--- src/fsp_pkg.sv ---
// Shared constants for flash self-programming control
package fsp_pkg;
	// Control register offset on the register port
	localparam logic [7:0] CTRL_OFFSET = 8'h00;
	// Control register field positions
	localparam int EN_BIT = 0;
	localparam int ERASE_BIT = 1;
	localparam int WRITE_BIT = 2;
	localparam int FUSE_BIT = 3;
	localparam int CLEAR_BIT = 4;
	localparam int CMD_W = 5;
	// Legal low five bit command codes, plus CMD_NONE, the idle value that is not accepted
	localparam logic [4:0] CMD_CLEAR = 5'h11;
	localparam logic [4:0] CMD_FUSE = 5'h09;
	localparam logic [4:0] CMD_WRITE = 5'h05;
	localparam logic [4:0] CMD_ERASE = 5'h03;
	localparam logic [4:0] CMD_LOAD = 5'h01;
	localparam logic [4:0] CMD_NONE = 5'h00;
	// Pointer values selecting fuse and lock bytes
	localparam logic [15:0] PTR_FUSE_LOW = 16'h0000;
	localparam logic [15:0] PTR_LOCK = 16'h0001;
	localparam logic [15:0] PTR_FUSE_EXT = 16'h0002;
	localparam logic [15:0] PTR_FUSE_HIGH = 16'h0003;
	// Instruction windows in cycles after the control write takes effect
	localparam int STORE_WINDOW = 4;
	localparam int LOAD_WINDOW = 3;
	// Erase and write time, and clock period
	localparam longint PROG_TIME_NS = 3700000;
	localparam longint CLK_PERIOD_NS = 40;
	localparam int PROG_CYCLES = int'((PROG_TIME_NS + CLK_PERIOD_NS - 1) / CLK_PERIOD_NS);
	// Geometry defaults
	localparam int PAGE_WORDS = 16;
	localparam int PAGE_BITS = 7;
	// Erased flash word value
	localparam logic [15:0] ERASED_WORD = 16'hffff;
	// Main sequencer states
	typedef enum logic [1:0] {ST_IDLE, ST_ARMED, ST_BUSY} fsp_state_t;
endpackage : fsp_pkg

--- src/fsp_buf_if.sv ---
// Link between the sequencer and the temporary page buffer
`timescale 1ns/1ps
interface fsp_buf_if #(
	parameter int WORDS = 16
);
	logic load;
	logic clear;
	logic [$clog2(WORDS)-1:0] index;
	logic [15:0] data;
	logic anyLoaded;
	logic [WORDS*16-1:0] contents;
	modport ctl (output load, output clear, output index, output data,
		input anyLoaded, input contents);
	modport buffer (input load, input clear, input index, input data,
		output anyLoaded, output contents);
endinterface : fsp_buf_if

--- src/fsp_page_buffer.sv ---
// Temporary page buffer, one word per location
`timescale 1ns/1ps
module fsp_page_buffer #(
	parameter int WORDS = 16
) (
	input wire logic mclk, // System clock
	input wire logic rst_n, // System reset, clears the buffer
	fsp_buf_if.buffer bus // Load and clear requests
);
	logic [15:0] mem [WORDS];
	logic [15:0] next_mem [WORDS];
	logic anyLoaded;
	logic next_anyLoaded;

	// Clear wins over load; any location may be loaded in any order
	always_comb begin
		next_mem = mem;
		next_anyLoaded = anyLoaded;
		if (bus.clear) begin
			for (int i = 0; i < WORDS; i++) begin
				next_mem[i] = fsp_pkg::ERASED_WORD;
			end
			next_anyLoaded = 1'b0;
		end else if (bus.load) begin
			next_mem[bus.index] = bus.data;
			next_anyLoaded = 1'b1;
		end
	end

	// Buffer storage
	always_ff @(posedge mclk or negedge rst_n) begin
		if (!rst_n) begin
			for (int i = 0; i < WORDS; i++) begin
				mem[i] <= fsp_pkg::ERASED_WORD;
			end
			anyLoaded <= 1'b0;
		end else begin
			mem <= next_mem;
			anyLoaded <= next_anyLoaded;
		end
	end

	// Flat view for the flash macro
	always_comb begin
		for (int i = 0; i < WORDS; i++) begin
			bus.contents[i*16 +: 16] = mem[i];
		end
	end
	assign bus.anyLoaded = anyLoaded;
endmodule : fsp_page_buffer

--- src/fsp_op_timer.sv ---
// Erase and write duration timer, kept alive across system reset
`timescale 1ns/1ps
module fsp_op_timer #(
	parameter int CYCLES = 92500
) (
	input wire logic mclk, // System clock
	input wire logic porRst_n, // Power-on reset only
	input wire logic start, // Begin an operation
	input wire logic startWrite, // Operation is a page write
	output logic busy, // Operation running
	output logic done, // Pulse at operation end
	output logic doneWrite // Pulse at end of a page write
);
	localparam int CW = $clog2(CYCLES + 1);
	logic [CW-1:0] count;
	logic [CW-1:0] next_count;
	logic isWrite;
	logic next_isWrite;
	logic next_done;
	logic next_doneWrite;

	// Count down the programming time
	always_comb begin
		next_count = count;
		next_isWrite = isWrite;
		next_done = 1'b0;
		next_doneWrite = 1'b0;
		if (count != '0) begin
			next_count = count - 1'b1;
			if (count == CW'(1)) begin
				next_done = 1'b1;
				next_doneWrite = isWrite;
			end
		end else if (start) begin
			next_count = CW'(CYCLES);
			next_isWrite = startWrite;
		end
	end

	// Only power-on reset stops a running operation
	always_ff @(posedge mclk or negedge porRst_n) begin
		if (!porRst_n) begin
			count <= '0;
			isWrite <= 1'b0;
			done <= 1'b0;
			doneWrite <= 1'b0;
		end else begin
			count <= next_count;
			isWrite <= next_isWrite;
			done <= next_done;
			doneWrite <= next_doneWrite;
		end
	end

	assign busy = (count != '0);
endmodule : fsp_op_timer

--- src/fsp_self_prog_ctrl.sv ---
// Flash self-programming sequencer with control register
`timescale 1ns/1ps
// Functional notes
// - Code 00000011 then store within four cycles erases page from pointer page field.
// - Core is halted for the whole page erase.
// - Code 00000001 then store within four cycles loads data pair into buffer.
// - Pointer word field selects the buffer location on a load.
// - Buffer clears after page write, on clear-buffer bit write, and on reset.
// - An EEPROM write during page loading discards the whole buffer.
// - Code 00000101 then store within four cycles writes buffer to pointer page.
// - Core is halted for the whole page write.
// - Buffer locations may be loaded in any order.
// - Load instruction addresses bytes, so pointer bit zero selects the byte.
// - While EEPROM write is busy, programming commands and fuse reads are blocked.
// - Pointer 0x0001, fuse-read set, load within three cycles returns lock byte.
// - Fuse-read and enable clear on read, load timeout or store timeout.
// - Pointer 0x0000 with fuse-read returns fuse low byte.
// - Pointer 0x0003 with fuse-read returns fuse high byte.
// - Programmed fuse and lock bits read as zero, unprogrammed as one.
// - A write in progress completes across a system reset.
// - Control writes with illegal low five bits are ignored.
// - Enable clears after store or timeout; stays set through erase or write.
module fsp_self_prog_ctrl #(
	parameter int PAGE_WORDS = fsp_pkg::PAGE_WORDS,
	parameter int PAGE_BITS = fsp_pkg::PAGE_BITS,
	parameter int PROG_CYCLES = fsp_pkg::PROG_CYCLES
) (
	input wire logic mclk, // System clock, 25 MHz
	input wire logic rst_n, // System reset, active low
	input wire logic porRst_n, // Power-on reset, active low
	input wire logic [7:0] regAddr, // Register address
	input wire logic [7:0] regWrData, // Register write data
	input wire logic regWr, // Register write strobe
	input wire logic regRd, // Register read strobe
	output logic [7:0] regRdData, // Read data, cycle after strobe
	input wire logic storeInstr, // Store-program-memory instruction pulse
	input wire logic loadInstr, // Load-program-memory instruction pulse
	input wire logic [15:0] zPtr, // Pointer register pair
	input wire logic [15:0] srcData, // Data register pair R0
	output logic [7:0] loadData, // Fuse or lock byte for the load
	output logic loadHit, // Load answered here, one cycle
	output logic cpuHalt, // Core stall during erase or write
	input wire logic nvmWriteBusy, // EEPROM write in progress
	input wire logic [7:0] fuseLowProg, // Fuse low byte, one = programmed
	input wire logic [7:0] fuseHighProg, // Fuse high byte, one = programmed
	input wire logic [7:0] fuseExtProg, // Fuse extended byte, one = programmed
	input wire logic [7:0] lockProg, // Lock byte, one = programmed
	output logic flashErase, // Erase start pulse to flash macro
	output logic flashWrite, // Write start pulse, data captured then
	output logic [PAGE_BITS-1:0] flashPage, // Target page index
	output logic [PAGE_WORDS*16-1:0] flashData // Buffer contents
);
	localparam int WB = $clog2(PAGE_WORDS);

	// Geometry check
	if (PAGE_WORDS < 2 || (1 << WB) != PAGE_WORDS || WB + PAGE_BITS + 1 > 16
			|| PROG_CYCLES < 2) begin : g_bad
		$error("fsp_self_prog_ctrl: unsupported geometry or timing");
	end

	fsp_buf_if #(.WORDS(PAGE_WORDS)) bufBus ();

	fsp_page_buffer #(.WORDS(PAGE_WORDS)) u_buffer (
		.mclk(mclk),
		.rst_n(rst_n),
		.bus(bufBus)
	);

	logic timerStart;
	logic timerWrite;
	logic opBusy;
	logic opDone;
	logic opDoneWrite;

	fsp_op_timer #(.CYCLES(PROG_CYCLES)) u_timer (
		.mclk(mclk),
		.porRst_n(porRst_n),
		.start(timerStart),
		.startWrite(timerWrite),
		.busy(opBusy),
		.done(opDone),
		.doneWrite(opDoneWrite)
	);

	fsp_pkg::fsp_state_t state;
	fsp_pkg::fsp_state_t next_state;
	logic [fsp_pkg::CMD_W-1:0] cmd;
	logic [fsp_pkg::CMD_W-1:0] next_cmd;
	logic [2:0] winCnt;
	logic [2:0] next_winCnt;
	logic nvmBusyQ;
	logic [7:0] next_regRdData;
	logic [7:0] next_loadData;
	logic next_loadHit;
	logic next_flashErase;
	logic next_flashWrite;
	logic [PAGE_BITS-1:0] next_flashPage;
	logic ctrlWr;
	logic [4:0] wrCode;
	logic wrLegal;
	logic [7:0] ctrlView;

	assign ctrlWr = regWr && (regAddr == fsp_pkg::CTRL_OFFSET);
	assign wrCode = regWrData[fsp_pkg::CMD_W-1:0];

	// Only five codes are accepted
	always_comb begin
		wrLegal = (wrCode == fsp_pkg::CMD_CLEAR) || (wrCode == fsp_pkg::CMD_FUSE)
			|| (wrCode == fsp_pkg::CMD_WRITE) || (wrCode == fsp_pkg::CMD_ERASE)
			|| (wrCode == fsp_pkg::CMD_LOAD);
	end

	// Readable control view; enable shows busy while an operation runs
	always_comb begin
		ctrlView = 8'h00;
		ctrlView[fsp_pkg::CMD_W-1:0] = cmd;
		if (opBusy) begin
			ctrlView[fsp_pkg::EN_BIT] = 1'b1;
		end
	end

	// Command sequencer
	always_comb begin
		next_state = state;
		next_cmd = cmd;
		next_winCnt = winCnt;
		next_loadData = loadData;
		next_loadHit = 1'b0;
		next_flashErase = 1'b0;
		next_flashWrite = 1'b0;
		next_flashPage = flashPage;
		timerStart = 1'b0;
		timerWrite = 1'b0;
		bufBus.load = 1'b0;
		bufBus.clear = 1'b0;
		bufBus.index = zPtr[WB:1];
		bufBus.data = srcData;
		case (state)
			fsp_pkg::ST_IDLE: begin
				if (ctrlWr && wrLegal && !nvmWriteBusy && !opBusy) begin
					if (wrCode == fsp_pkg::CMD_CLEAR) begin
						bufBus.clear = 1'b1;
						next_cmd = fsp_pkg::CMD_LOAD;
					end else begin
						next_cmd = wrCode;
					end
					next_winCnt = '0;
					next_state = fsp_pkg::ST_ARMED;
				end
			end
			fsp_pkg::ST_ARMED: begin
				next_winCnt = winCnt + 3'd1;
				if (storeInstr) begin
					// Store ends the window whatever it does
					next_cmd = fsp_pkg::CMD_NONE;
					next_state = fsp_pkg::ST_IDLE;
					if (nvmWriteBusy) begin
						next_state = fsp_pkg::ST_IDLE;
					end else if (cmd == fsp_pkg::CMD_ERASE) begin
						next_flashErase = 1'b1;
						next_flashPage = zPtr[WB+1 +: PAGE_BITS];
						timerStart = 1'b1;
						next_cmd = cmd;
						next_state = fsp_pkg::ST_BUSY;
					end else if (cmd == fsp_pkg::CMD_WRITE) begin
						next_flashWrite = 1'b1;
						next_flashPage = zPtr[WB+1 +: PAGE_BITS];
						timerStart = 1'b1;
						timerWrite = 1'b1;
						next_cmd = cmd;
						next_state = fsp_pkg::ST_BUSY;
					end else if (cmd == fsp_pkg::CMD_LOAD) begin
						bufBus.load = 1'b1;
					end
				end else if (loadInstr && cmd == fsp_pkg::CMD_FUSE
						&& winCnt < 3'(fsp_pkg::LOAD_WINDOW)) begin
					next_cmd = fsp_pkg::CMD_NONE;
					next_state = fsp_pkg::ST_IDLE;
					if (!nvmWriteBusy) begin
						next_loadHit = 1'b1;
						// Full pointer compare, bit zero picks the byte
						if (zPtr == fsp_pkg::PTR_LOCK) begin
							next_loadData = ~lockProg;
						end else if (zPtr == fsp_pkg::PTR_FUSE_HIGH) begin
							next_loadData = ~fuseHighProg;
						end else if (zPtr == fsp_pkg::PTR_FUSE_EXT) begin
							next_loadData = ~fuseExtProg;
						end else if (zPtr == fsp_pkg::PTR_FUSE_LOW) begin
							next_loadData = ~fuseLowProg;
						end else begin
							next_loadData = 8'hff;
						end
					end
				end else if (cmd == fsp_pkg::CMD_FUSE
						&& winCnt == 3'(fsp_pkg::LOAD_WINDOW - 1)) begin
					next_cmd = fsp_pkg::CMD_NONE;
					next_state = fsp_pkg::ST_IDLE;
				end else if (winCnt == 3'(fsp_pkg::STORE_WINDOW - 1)) begin
					next_cmd = fsp_pkg::CMD_NONE;
					next_state = fsp_pkg::ST_IDLE;
				end
			end
			fsp_pkg::ST_BUSY: begin
				// Enable and command stay visible until the macro is done
				if (opDone) begin
					next_cmd = fsp_pkg::CMD_NONE;
					next_state = fsp_pkg::ST_IDLE;
				end
			end
			default: begin
				next_state = fsp_pkg::ST_IDLE;
			end
		endcase
		// End of a page write empties the buffer, even after a reset
		if (opDoneWrite) begin
			bufBus.clear = 1'b1;
		end
		// EEPROM write starting during page loading loses the loads
		if (nvmWriteBusy && !nvmBusyQ && bufBus.anyLoaded) begin
			bufBus.clear = 1'b1;
		end
	end

	// Register read data, one cycle after the strobe
	always_comb begin
		next_regRdData = 8'h00;
		if (regRd && regAddr == fsp_pkg::CTRL_OFFSET) begin
			next_regRdData = ctrlView;
		end
	end

	// Sequencer and output registers
	always_ff @(posedge mclk or negedge rst_n) begin
		if (!rst_n) begin
			state <= fsp_pkg::ST_IDLE;
			cmd <= fsp_pkg::CMD_NONE;
			winCnt <= 3'h0;
			nvmBusyQ <= 1'b0;
			regRdData <= 8'h00;
			loadData <= 8'h00;
			loadHit <= 1'b0;
			flashErase <= 1'b0;
			flashWrite <= 1'b0;
			flashPage <= '0;
		end else begin
			state <= next_state;
			cmd <= next_cmd;
			winCnt <= next_winCnt;
			nvmBusyQ <= nvmWriteBusy;
			regRdData <= next_regRdData;
			loadData <= next_loadData;
			loadHit <= next_loadHit;
			flashErase <= next_flashErase;
			flashWrite <= next_flashWrite;
			flashPage <= next_flashPage;
		end
	end

	// Core stalls while the timer runs, across system reset
	assign cpuHalt = opBusy;
	assign flashData = bufBus.contents;
endmodule : fsp_self_prog_ctrl

--- config.mk ---
export PLATFORM = sky130hd
export DESIGN_NAME = fsp_self_prog_ctrl
export DESIGN_NICKNAME = d
export VERILOG_FILES = /design/src/fsp_pkg.sv /design/src/fsp_buf_if.sv /design/src/fsp_page_buffer.sv /design/src/fsp_op_timer.sv /design/src/fsp_self_prog_ctrl.sv
export SDC_FILE = /design/constraint.sdc
export NUM_CORES = 1
export LEC_CHECK = 0
export BUFFER_PORTS_ARGS = -buffer_cell sky130_fd_sc_hd__buf_2
export CAP_MARGIN = 20
export CORE_UTILIZATION = 53
export DETAILED_ROUTE_END_ITERATION = 8
export PLACE_DENSITY_LB_ADDON = 0.12
export SLEW_MARGIN = 20
export SYNTH_ARGS = -nofsm -noshare
export SYNTH_HDL_FRONTEND = slang
export SYNTH_SLANG_ARGS = --single-unit
--- constraint.sdc ---
create_clock -name mclk -period 3 [get_ports mclk]
set_input_delay 0.15 -clock mclk [delete_from_list [all_inputs] [get_ports mclk]]
set_output_delay 0.15 -clock mclk [all_outputs]
set_load 0.05 [all_outputs]
==> results of run 1 <==
==> per-stage QoR <==
step / setup slack, ns / instance area, um2 / total power (uW)
3_3_place_gp: 0.359 / 15600 / 7710
2_1_floorplan: 0.584 / 13700 / 7040
6_report: 0.263 / 16800 / 11800
3_5_place_dp: 0.273 / 15600 / 7760
4_1_cts: 0.263 / 16800 / 11900
5_1_grt: 0.110 / 16800 / 12200
==> power breakdown <==
part / switching (uW) / internal, uW / leakage (uW)
clock: 1660 / 2460 / 0.000539
sequential: 209 / 4870 / 0.00342
combinational: 2090 / 540 / 0.00411
==> cells by family after synthesis <==
family	synth area share
compound gates	0.0243
xor+xnor	0.00321
fa+ha+maj	0.00916
buf+inv	0.0418
flops	0.593
mux	0.0253
other cells	0.000275
simple gates	0.303
==> metal layers <==
layer,wire (um),share of wire,vias up
li1,-,-,5371
met1,17100,0.42,5706
met2,19200,0.47,465
met3,3210,0.078,85
met4,1490,0.036,0
met5,0,0,-
==> repair_timing <==
item                                   4_1_cts  5_1_grt
hold buffers                                10        0
setup endpoints to repair                    0        0
endpoints found under the hold margin       33        0
==> sequential cells by signal, indices dropped and copies added (netlist names) <==
| name | flops |
|---|---|
| cmd | 5 |
| flashErase | 1 |
| flashPage | 7 |
| flashWrite | 1 |
| loadData | 8 |
| loadHit | 1 |
| nvmBusyQ | 1 |
| regRdData | 5 |
| state | 2 |
| u_buffer.bus.anyLoaded | 1 |
| u_buffer.bus.contents | 256 |
| u_timer.count | 17 |
| u_timer.done | 1 |
| u_timer.doneWrite | 1 |
| u_timer.isWrite | 1 |
| winCnt | 3 |
==> cell type report <==
class	instances	area [um2]	area share
flip-flops and latches	311	8100	0.482
multi-input cells	1002	5000	0.298
repair buffers	395	2150	0.128
clock buffers	51	996	0.0592
well taps	330	413	0.0246
clock inverters	8	93.8	0.00558
inverters	13	48.8	0.00290
diodes	1	2.50	0.000149
==> worst paths after layout <==
check	to	cells past startpoint
setup / recovery	u_buffer.bus.contents[71]	8
max in group asynchronous	u_buffer.bus.contents[108]	3
min in group asynchronous	u_timer.count[0]	2
setup reg to reg	u_buffer.bus.contents[71]	8
hold reg to reg	u_buffer.bus.contents[247]	2
hold / removal	loadData[0]	4
==> worst max-delay path, cell delays in order (launching register included) <==
cell      delay (ns)
dfrtp_1         0.40
inv_1           0.10
ha_1            0.23
and4bb_2        0.30
nand3_2         0.25
buf_12          0.26
or4_1           0.78
nand2_1         0.18
nand3_1         0.10
==> cell usage in the layout, fill, tap and decap left out, types with 4 or more instances in the layout <==
cell / instances
or3_1: 10
mux2_2: 10
clkbuf_8: 6
o21ai_1: 11
ha_1: 10
nor4_2: 4
buf_4: 16
dfstp_2: 256
nand2_1: 532
nor3b_1: 5
inv_1: 12
clkbuf_16: 35
nor4_4: 4
buf_12: 5
o21ai_0: 7
nor2_1: 16
nor2b_1: 7
a21oi_1: 7
nor3_4: 5
nand2b_1: 4
nor3_1: 11
o22ai_1: 9
or4_1: 6
nor4_1: 6
clkbuf_1: 10
mux2i_1: 21
dlygate4sd3_1: 10
and2_1: 5
buf_2: 363
nand3_1: 259
dfrtp_1: 55
clkinv_2: 5
==> results.ini, run 1 <==
[power]
p_per_area_nw_per_um2 = 704
power_leakage_uw = 0.00808
vdd_ir_drop_max_mv = 0.511

[logic_synthesis]
ys_seq_elements = 311
synth-seq-area-share = 0.593
ys_warn_count = 0
synth_edf_count = 0
synth_commonest_cells = 532 x nand2_1, 259 x nand3_1, 256 x dfstp_2, 82 x clkbuf_1, 55 x dfrtp_1
synth_top_area_share = 0.492
synth_area_leaders = dfstp_2 49%, nand2_1 15%, dfrtp_1 10%, nand3_1 9.5%, clkbuf_1 2.3%
ys.flop_type = dfstp_2
synthCells = 1448
async_flop_share = 1.00
synth_cell_types = 63
synth.most_common_cell = nand2_1
synth_area_um2 = 13700
syn_area_per_cell_um2 = 9.43
yosys.area.top_type = dfstp_2

[placement]
place.gp.congestion = 0.872
place_hpwl_um = 27100
dp.cells = 2041
port_buffers = 364

[setup_path]
cp-end-kind = flip-flop
arrival_ns = 3.13
r2r_setup_slack_ns = 0.26
setup.worst_path.start = state[1]
critPathKind = flip-flop to flip-flop
required_ns = 3.39
start_kind = flip-flop
crit_fanout = 19
worstReg2RegStart = state[1]

[floorplan]
coreArea_um2 = 25300
die_y_um = 163
io_pins = 371
fp.dieW_um = 163
start_util = 0.541
num_rows = 58
die_area_um2 = 26400

[cts]
cts_tree = done
cts_buffers = 34
clkTransAtPathRegs_ns = 0.06
clock_path_buffers = 3
postCtsResizedCells = 0
post-cts-setup-buffer-count = 0
cts_root_buffer = clkbuf_16
cts_max_level = 2
cts.sink_count = 311
clk_latency_ns = 0.51

[sta]
setup_tns_ns = 0
worstMarginPinSlew_ns = 0.781
hold_viol = 0
setup_viol = 0
max_slew_margin = 0.480
skew_ns = 0.0180
grt_setup_unrepaired = no
whs_ns = 0.0267
maxSlewViolCount = 0
min_period_ns = 2.74
fmax_mhz = 365
min_period_over_period = 0.912

[layout]
fin_cells = 2111
area_growth_pct = 23.1
num-nets-final = 1855
final_util = 0.666
layout-drive-gt1-share = 0.409
nFillCells = 2062

[global_routing]
use_met2 = 0.491
grtUsageTotal = 0.310
antenna_found_initial = 1
grt_max_degree = 131
grtUsageMet3 = 0.0675
grt_pass1_vias = 11100
gr-total-overflow = 0
grt.busiest_layer = met2
met1_usage = 0.419
grt_pass1_wl_um = 63300

[route]
avgViaCountPerCell = 5.51
initialDrtViolationCount = 1063
drtAntennaViolNets = 0
wl_per_cell_um = 19.4
first_pass_iters = 5
vias = 11600
wl_um = 41000
drc = 0

[status]
status = finished, final reports clean

[hold_path]
min_from = fuseHighProg[0]
hold_class = input pin to flip-flop

[run]
max_cap_viol_count = 0

(Power assumes the default switching activity.)
==> run 2: changes to the inputs <==
CORE_UTILIZATION = 35   (was 53)
==> results.ini, run 2 (synthesis gave the netlist of run 1 again) <==
[cts]
clock_path_buffers = 3  ; unchanged
clkTransAtPathRegs_ns = 0.06  ; about the same
post-cts-setup-buffer-count = 0  ; unchanged
cts_max_level = 2  ; unchanged
cts_buffers = 37  ; +8.8%
clk_latency_ns = 0.54  ; +0.03 ns
cts.sink_count = 311  ; unchanged
cts_root_buffer = clkbuf_16
cts_tree = done

[layout]
num-nets-final = 1883  ; +1.5%
layout-drive-gt1-share = 0.406  ; -0.00336
largest_reg_flops = 256  ; unchanged
final_cell_mix = 532 x nand2_1, 363 x buf_2, 259 x nand3_1
n_antenna_cell = 0  ; -1
final_common_cell = nand2_1
area_growth_pct = 27.3

[sta]
maxSlewViolCount = 0  ; unchanged
setup_viol = 0  ; unchanged
worstMarginPinSlew_ns = 0.808  ; +0.0274 ns
max_slew_margin = 0.460  ; -0.0200
grt_setup_unrepaired = no
hold_viol = 0  ; unchanged
min_period_over_period = 0.896  ; -0.0163
fmax_mhz = 372  ; +1.8%
skew_ns = 0.0201  ; +0.00206 ns
min_period_ns = 2.69  ; -0.0490 ns
setup_tns_ns = 0  ; unchanged

[power]
switchingPower_uw = 4090  ; +3.5%
p_per_area_nw_per_um2 = 703  ; about the same
switching_share = 0.335  ; +0.000585
internal_power_uw = 8130  ; +3.2%
combPwrFrac = 0.218  ; -0.004
power_leakage_uw = 0.00825  ; +2.2%
power_uw = 12200  ; +3.3%
power_frac_seq = 0.416  ; -0.013
vdd_ir_drop_max_mv = 0.427  ; -16%
clkPwrFrac = 0.367  ; +0.018

[floorplan]
num_rows = 71  ; +22%
fp.dieW_um = 200  ; +23%
die_y_um = 200  ; +23%
coreArea_um2 = 38000  ; +51%
start_util = 0.359  ; -0.182
io_pins = 371  ; unchanged
die_area_um2 = 39800  ; +51%

[placement]
place_hpwl_um = 29700  ; +9.5%
port_buffers = 364  ; unchanged
place.gp.congestion = 0.815  ; -6.6%

[global_routing]
grtUsageTotal = 0.232  ; -0.0773
grt_pass1_vias = 11300  ; +2.4%
antenna_found_initial = 0  ; -1
grt_max_degree = 116  ; -11%
gr-total-overflow = 0  ; unchanged
grt_pass1_wl_um = 69700  ; +10%

[route]
wl_um = 46300  ; +13%
first_pass_iters = 7  ; +2
drtAntennaViolNets = 0  ; unchanged
initialDrtViolationCount = 660  ; -38%
vias = 11500  ; -1.0%
drc = 0  ; unchanged
wl_per_cell_um = 19.9  ; +2.6%
avgViaCountPerCell = 4.95  ; -10%

[status]
status = finished, final reports clean

[hold_path]
hold_class = input pin to flip-flop

[setup_path]
cp-end-kind = flip-flop
arrival_ns = 3.12  ; about the same
required_ns = 3.43  ; +0.04 ns
critPathKind = flip-flop to flip-flop
start_kind = flip-flop
crit_fanout = 115  ; +96

[run]
max_cap_viol_count = 0  ; unchanged

-- run 2: cell types whose count changed in the layout (fill, tap and decap cells not counted), sizes merged --
cell and change:
diode -1, clkbuf +6, clkinv +1, buf +2
dlygate4sd3 +23
-- run 2: area by class of cell --
cell class | count | area, um2
clock buffers | 57 | 1100
clock inverters | 9 | 98.8
fillers | 3750 | 20600
inverters | 13 | 48.8
multi-input cells | 1002 | 5000
flip-flops and latches | 311 | 8100
well taps | 511 | 639
repair buffers | 420 | 2380
-- run 2: stage by stage --
stage          cells   util  setup WS [ns]  instance area [um2]  hold WS [ns]
6_report        2323  0.457          0.312                17400        0.0322
5_1_grt         2323  0.457          0.166                17400        0.0250
4_1_cts         2323  0.457          0.328                17400       0.00368
3_5_place_dp    2224  0.417          0.337                15900         0.131
3_3_place_gp    2224  0.417          0.380                15900         0.131
2_1_floorplan   1450      -          0.584                13700        -0.146
-- run 2: final timing paths --
kind / slack, ns / startpoint / endpoint / cells after the start
min in group asynchronous: 0.11 / porRst_n / u_timer.count[8] / 2
min: 0.03 / regWrData[3] / cmd[3] / 3
max: 0.31 / u_timer.count[0] / u_buffer.bus.contents[63] / 8
max reg2reg: 0.31 / u_timer.count[0] / u_buffer.bus.contents[63] / 8
max in group asynchronous: 1.85 / rst_n / u_buffer.bus.contents[48] / 3
min reg2reg: 0.48 / u_buffer.bus.contents[230] / u_buffer.bus.contents[230] / 2
-- run 2: timing repair --
item | 4_1_cts | 5_1_grt
hold buffers | 33 | 0
resized for setup | 0 | 0
endpoints found under the setup margin | 0 | 0
endpoints found under the hold margin | 47 | 0
-- run 2: critical path, stage by stage (launching register included) --
cell	delay (ns)
dfrtp_1	0.41
inv_1	0.09
ha_1	0.25
nor4b_2	0.20
nand4_4	0.11
nor3_1	0.09
a211oi_4	0.74
buf_12	0.48
nand3_1	0.15
-- run 2: per-layer routing --
metal  wire length, um  track usage  vias to the layer above
met5                 0            0                        -
li1                  -            -                     5413
met1             20000        0.308                     5718
met2             22300        0.375                      319
met4               981       0.0724                        0
met3              2950       0.0532                       58
-- run 2: power by group through the flow --
stage | combinational (uW) | sequential [uW] | clock [uW]
after floorplan | 480 | 6560 | 0
after global placement | 2640 | 5120 | 0
after detailed placement | 2650 | 5140 | 0
after CTS | 2690 | 5080 | 4610
after global routing | 2820 | 5130 | 4750
final | 2660 | 5080 | 4480
==> run 3: changes to the inputs <==
CORE_UTILIZATION = 50   (was 35)
RECOVER_POWER = 100   (was default)
==> results.ini, run 3 (synthesis gave the netlist of run 1 again) <==
[status]
status = finished with violations
violations = capacitance limit, slew limit

[layout]
nFillCells = 2477  ; -34%
area_growth_pct = 21.7
final_cell_mix = 532 x nand2_1, 292 x clkbuf_1, 260 x nand3_1
largest_reg_flops = 256  ; unchanged
multi_input_area_um2 = 5000  ; about the same
final_cell_area_um2 = 16600  ; -4.4%
num-nets-final = 1860  ; -1.2%
final_common_cell = nand2_1
layout-drive-gt1-share = 0.252  ; -0.154
regArea_um2 = 8100  ; unchanged
fin_cells = 2130  ; -8.3%

[placement]
port_buffers = 364  ; unchanged
place_hpwl_um = 27000  ; -9.2%
dp.cells = 2055  ; -7.6%
post_dp_cell_area_um2 = 15700  ; -1.1%
place.gp.congestion = 0.862  ; +5.7%

[floorplan]
die_y_um = 167  ; -16%
io_pins = 371  ; unchanged
num_rows = 60  ; -15%
die_area_um2 = 28000  ; -30%
fp.dieW_um = 167  ; -16%
start_util = 0.508  ; +0.149
coreArea_um2 = 26900  ; -29%

[global_routing]
grt_pass1_vias = 11400  ; +0.88%
grtUsageTotal = 0.298  ; +0.0651
antenna_found_initial = 1  ; +1
grt_pass1_wl_um = 65000  ; -6.8%
grt_max_degree = 110  ; -5.2%
gr-total-overflow = 0  ; unchanged

[route]
wl_per_cell_um = 19.4  ; -2.4%
initialDrtViolationCount = 888  ; +35%
wl_met2_um = 19200  ; -14%
wl_met1_um = 17900  ; -10%
drc = 0  ; unchanged
highest_layer = met4
routed-wl-met3_um = 2720  ; -7.9%
wl_um = 41400  ; -10%
avgViaCountPerCell = 5.45  ; +10%
first_pass_iters = 5  ; -2
vias = 11600  ; +0.94%
drtAntennaViolNets = 0  ; unchanged

[setup_path]
crit_fanout = 8  ; -93%
start_kind = flip-flop
crit_family = simple AND/OR/NAND/NOR gates
required_ns = 3.39  ; -0.04 ns
critPathKind = flip-flop to flip-flop
max_stage_delay_ns = 0.42  ; -0.32 ns
arrival_ns = 3.08  ; -0.04 ns
critPathBufInv = 2  ; unchanged
path_cells = inv_1 -> ha_1 -> nor4b_2 -> nand4_4 -> buf_4 -> o31ai_4 -> nand3_1 -> mux2_1
cpMaxStageDelayCell = dfrtp_1
cp-end-kind = flip-flop

[cts]
cts_tree = done
cts_max_level = 2  ; unchanged
cts_buffers = 35  ; -5.4%
postCtsResizedCells = 0  ; unchanged
clkTransAtPathRegs_ns = 0.06  ; about the same
clk_latency_ns = 0.51  ; -0.03 ns
cts_root_buffer = clkbuf_16
cts.sink_count = 311  ; unchanged
clock_path_buffers = 3  ; unchanged

[power]
power_leakage_uw = 0.00760  ; -7.9%
p_per_area_nw_per_um2 = 739  ; +5.1%
vdd_ir_drop_max_mv = 0.423  ; -0.82%

[hold_path]
hold_class = input pin to flip-flop

[sta]
grt_setup_unrepaired = no
min_period_ns = 2.69  ; -0.0000490 ns
fmax_mhz = 372  ; about the same
worstMarginPinSlew_ns = 2.09  ; +1.28 ns
hold_viol = 0  ; unchanged
setup_viol = 0  ; unchanged
setup_tns_ns = 0  ; unchanged
maxSlewViolCount = 72  ; +72
min_period_over_period = 0.896  ; about the same
max_slew_margin = -0.395  ; -0.854
skew_ns = 0.0141  ; -0.00600 ns

[run]
max_cap_viol_count = 2  ; +2

## run 3: timing repair
| item | 4_1_cts | 5_1_grt |
|---|---|---|
| hold buffers | 11 | 0 |
| setup buffers | 0 | 0 |
| endpoints found under the hold margin | 32 | 0 |
## run 3: where the power goes
| group | internal (uW) | switching, uW | leakage (uW) |
|---|---|---|---|
| registers | 4870 | 218 | 0.00342 |
| clock network | 2970 | 1710 | 0.000627 |
| logic | 419 | 2090 | 0.00355 |
| total | 8260 | 4020 | 0.00760 |
## run 3: stage by stage
step	hold WS, ns	util	setup slack [ns]	power, uW
global route	0.0304	0.618	0.128	12700
floorplan	-0.146	-	0.584	7040
CTS	0.00116	0.635	0.399	12500
global placement	0.124	0.583	0.115	7720
detailed placement	0.125	0.583	0.398	7750
finish	0.0216	0.618	0.312	12300
## run 3: layout make-up
type | count | area share
Clock buffer | 50 | 0.0635
Antenna cell | 1 | 0.000151
Inverter | 13 | 0.00294
Multi-Input combinational cell | 1002 | 0.301
Timing Repair Buffer | 399 | 0.105
Tap cell | 341 | 0.0257
Sequential cell | 311 | 0.488
Clock inverter | 13 | 0.0139
## run 3: final timing paths
kind / startpoint / end / slack (ns) / cells after the start
max: u_timer.count[0] / cmd[3] / 0.31 / 8
min: regWrData[0] / cmd[0] / 0.02 / 3
max reg2reg: u_timer.count[0] / cmd[3] / 0.31 / 8
min reg2reg: u_buffer.bus.contents[102] / u_buffer.bus.contents[102] / 0.48 / 2
max in group asynchronous: rst_n / flashPage[0] / 0.66 / 3
min in group asynchronous: rst_n / loadData[3] / 0.28 / 2
## run 3: metal layers
metal,up-vias,GRT usage
li1,5383,-
met3,99,0.0584
met5,-,0
met2,436,0.470
met1,5698,0.406
met4,0,0.119
## run 3: tightest hold or removal path, stage by stage
cell     delay (ns)
buf_2          0.09
nor2b_1        0.12
mux2_2         0.14
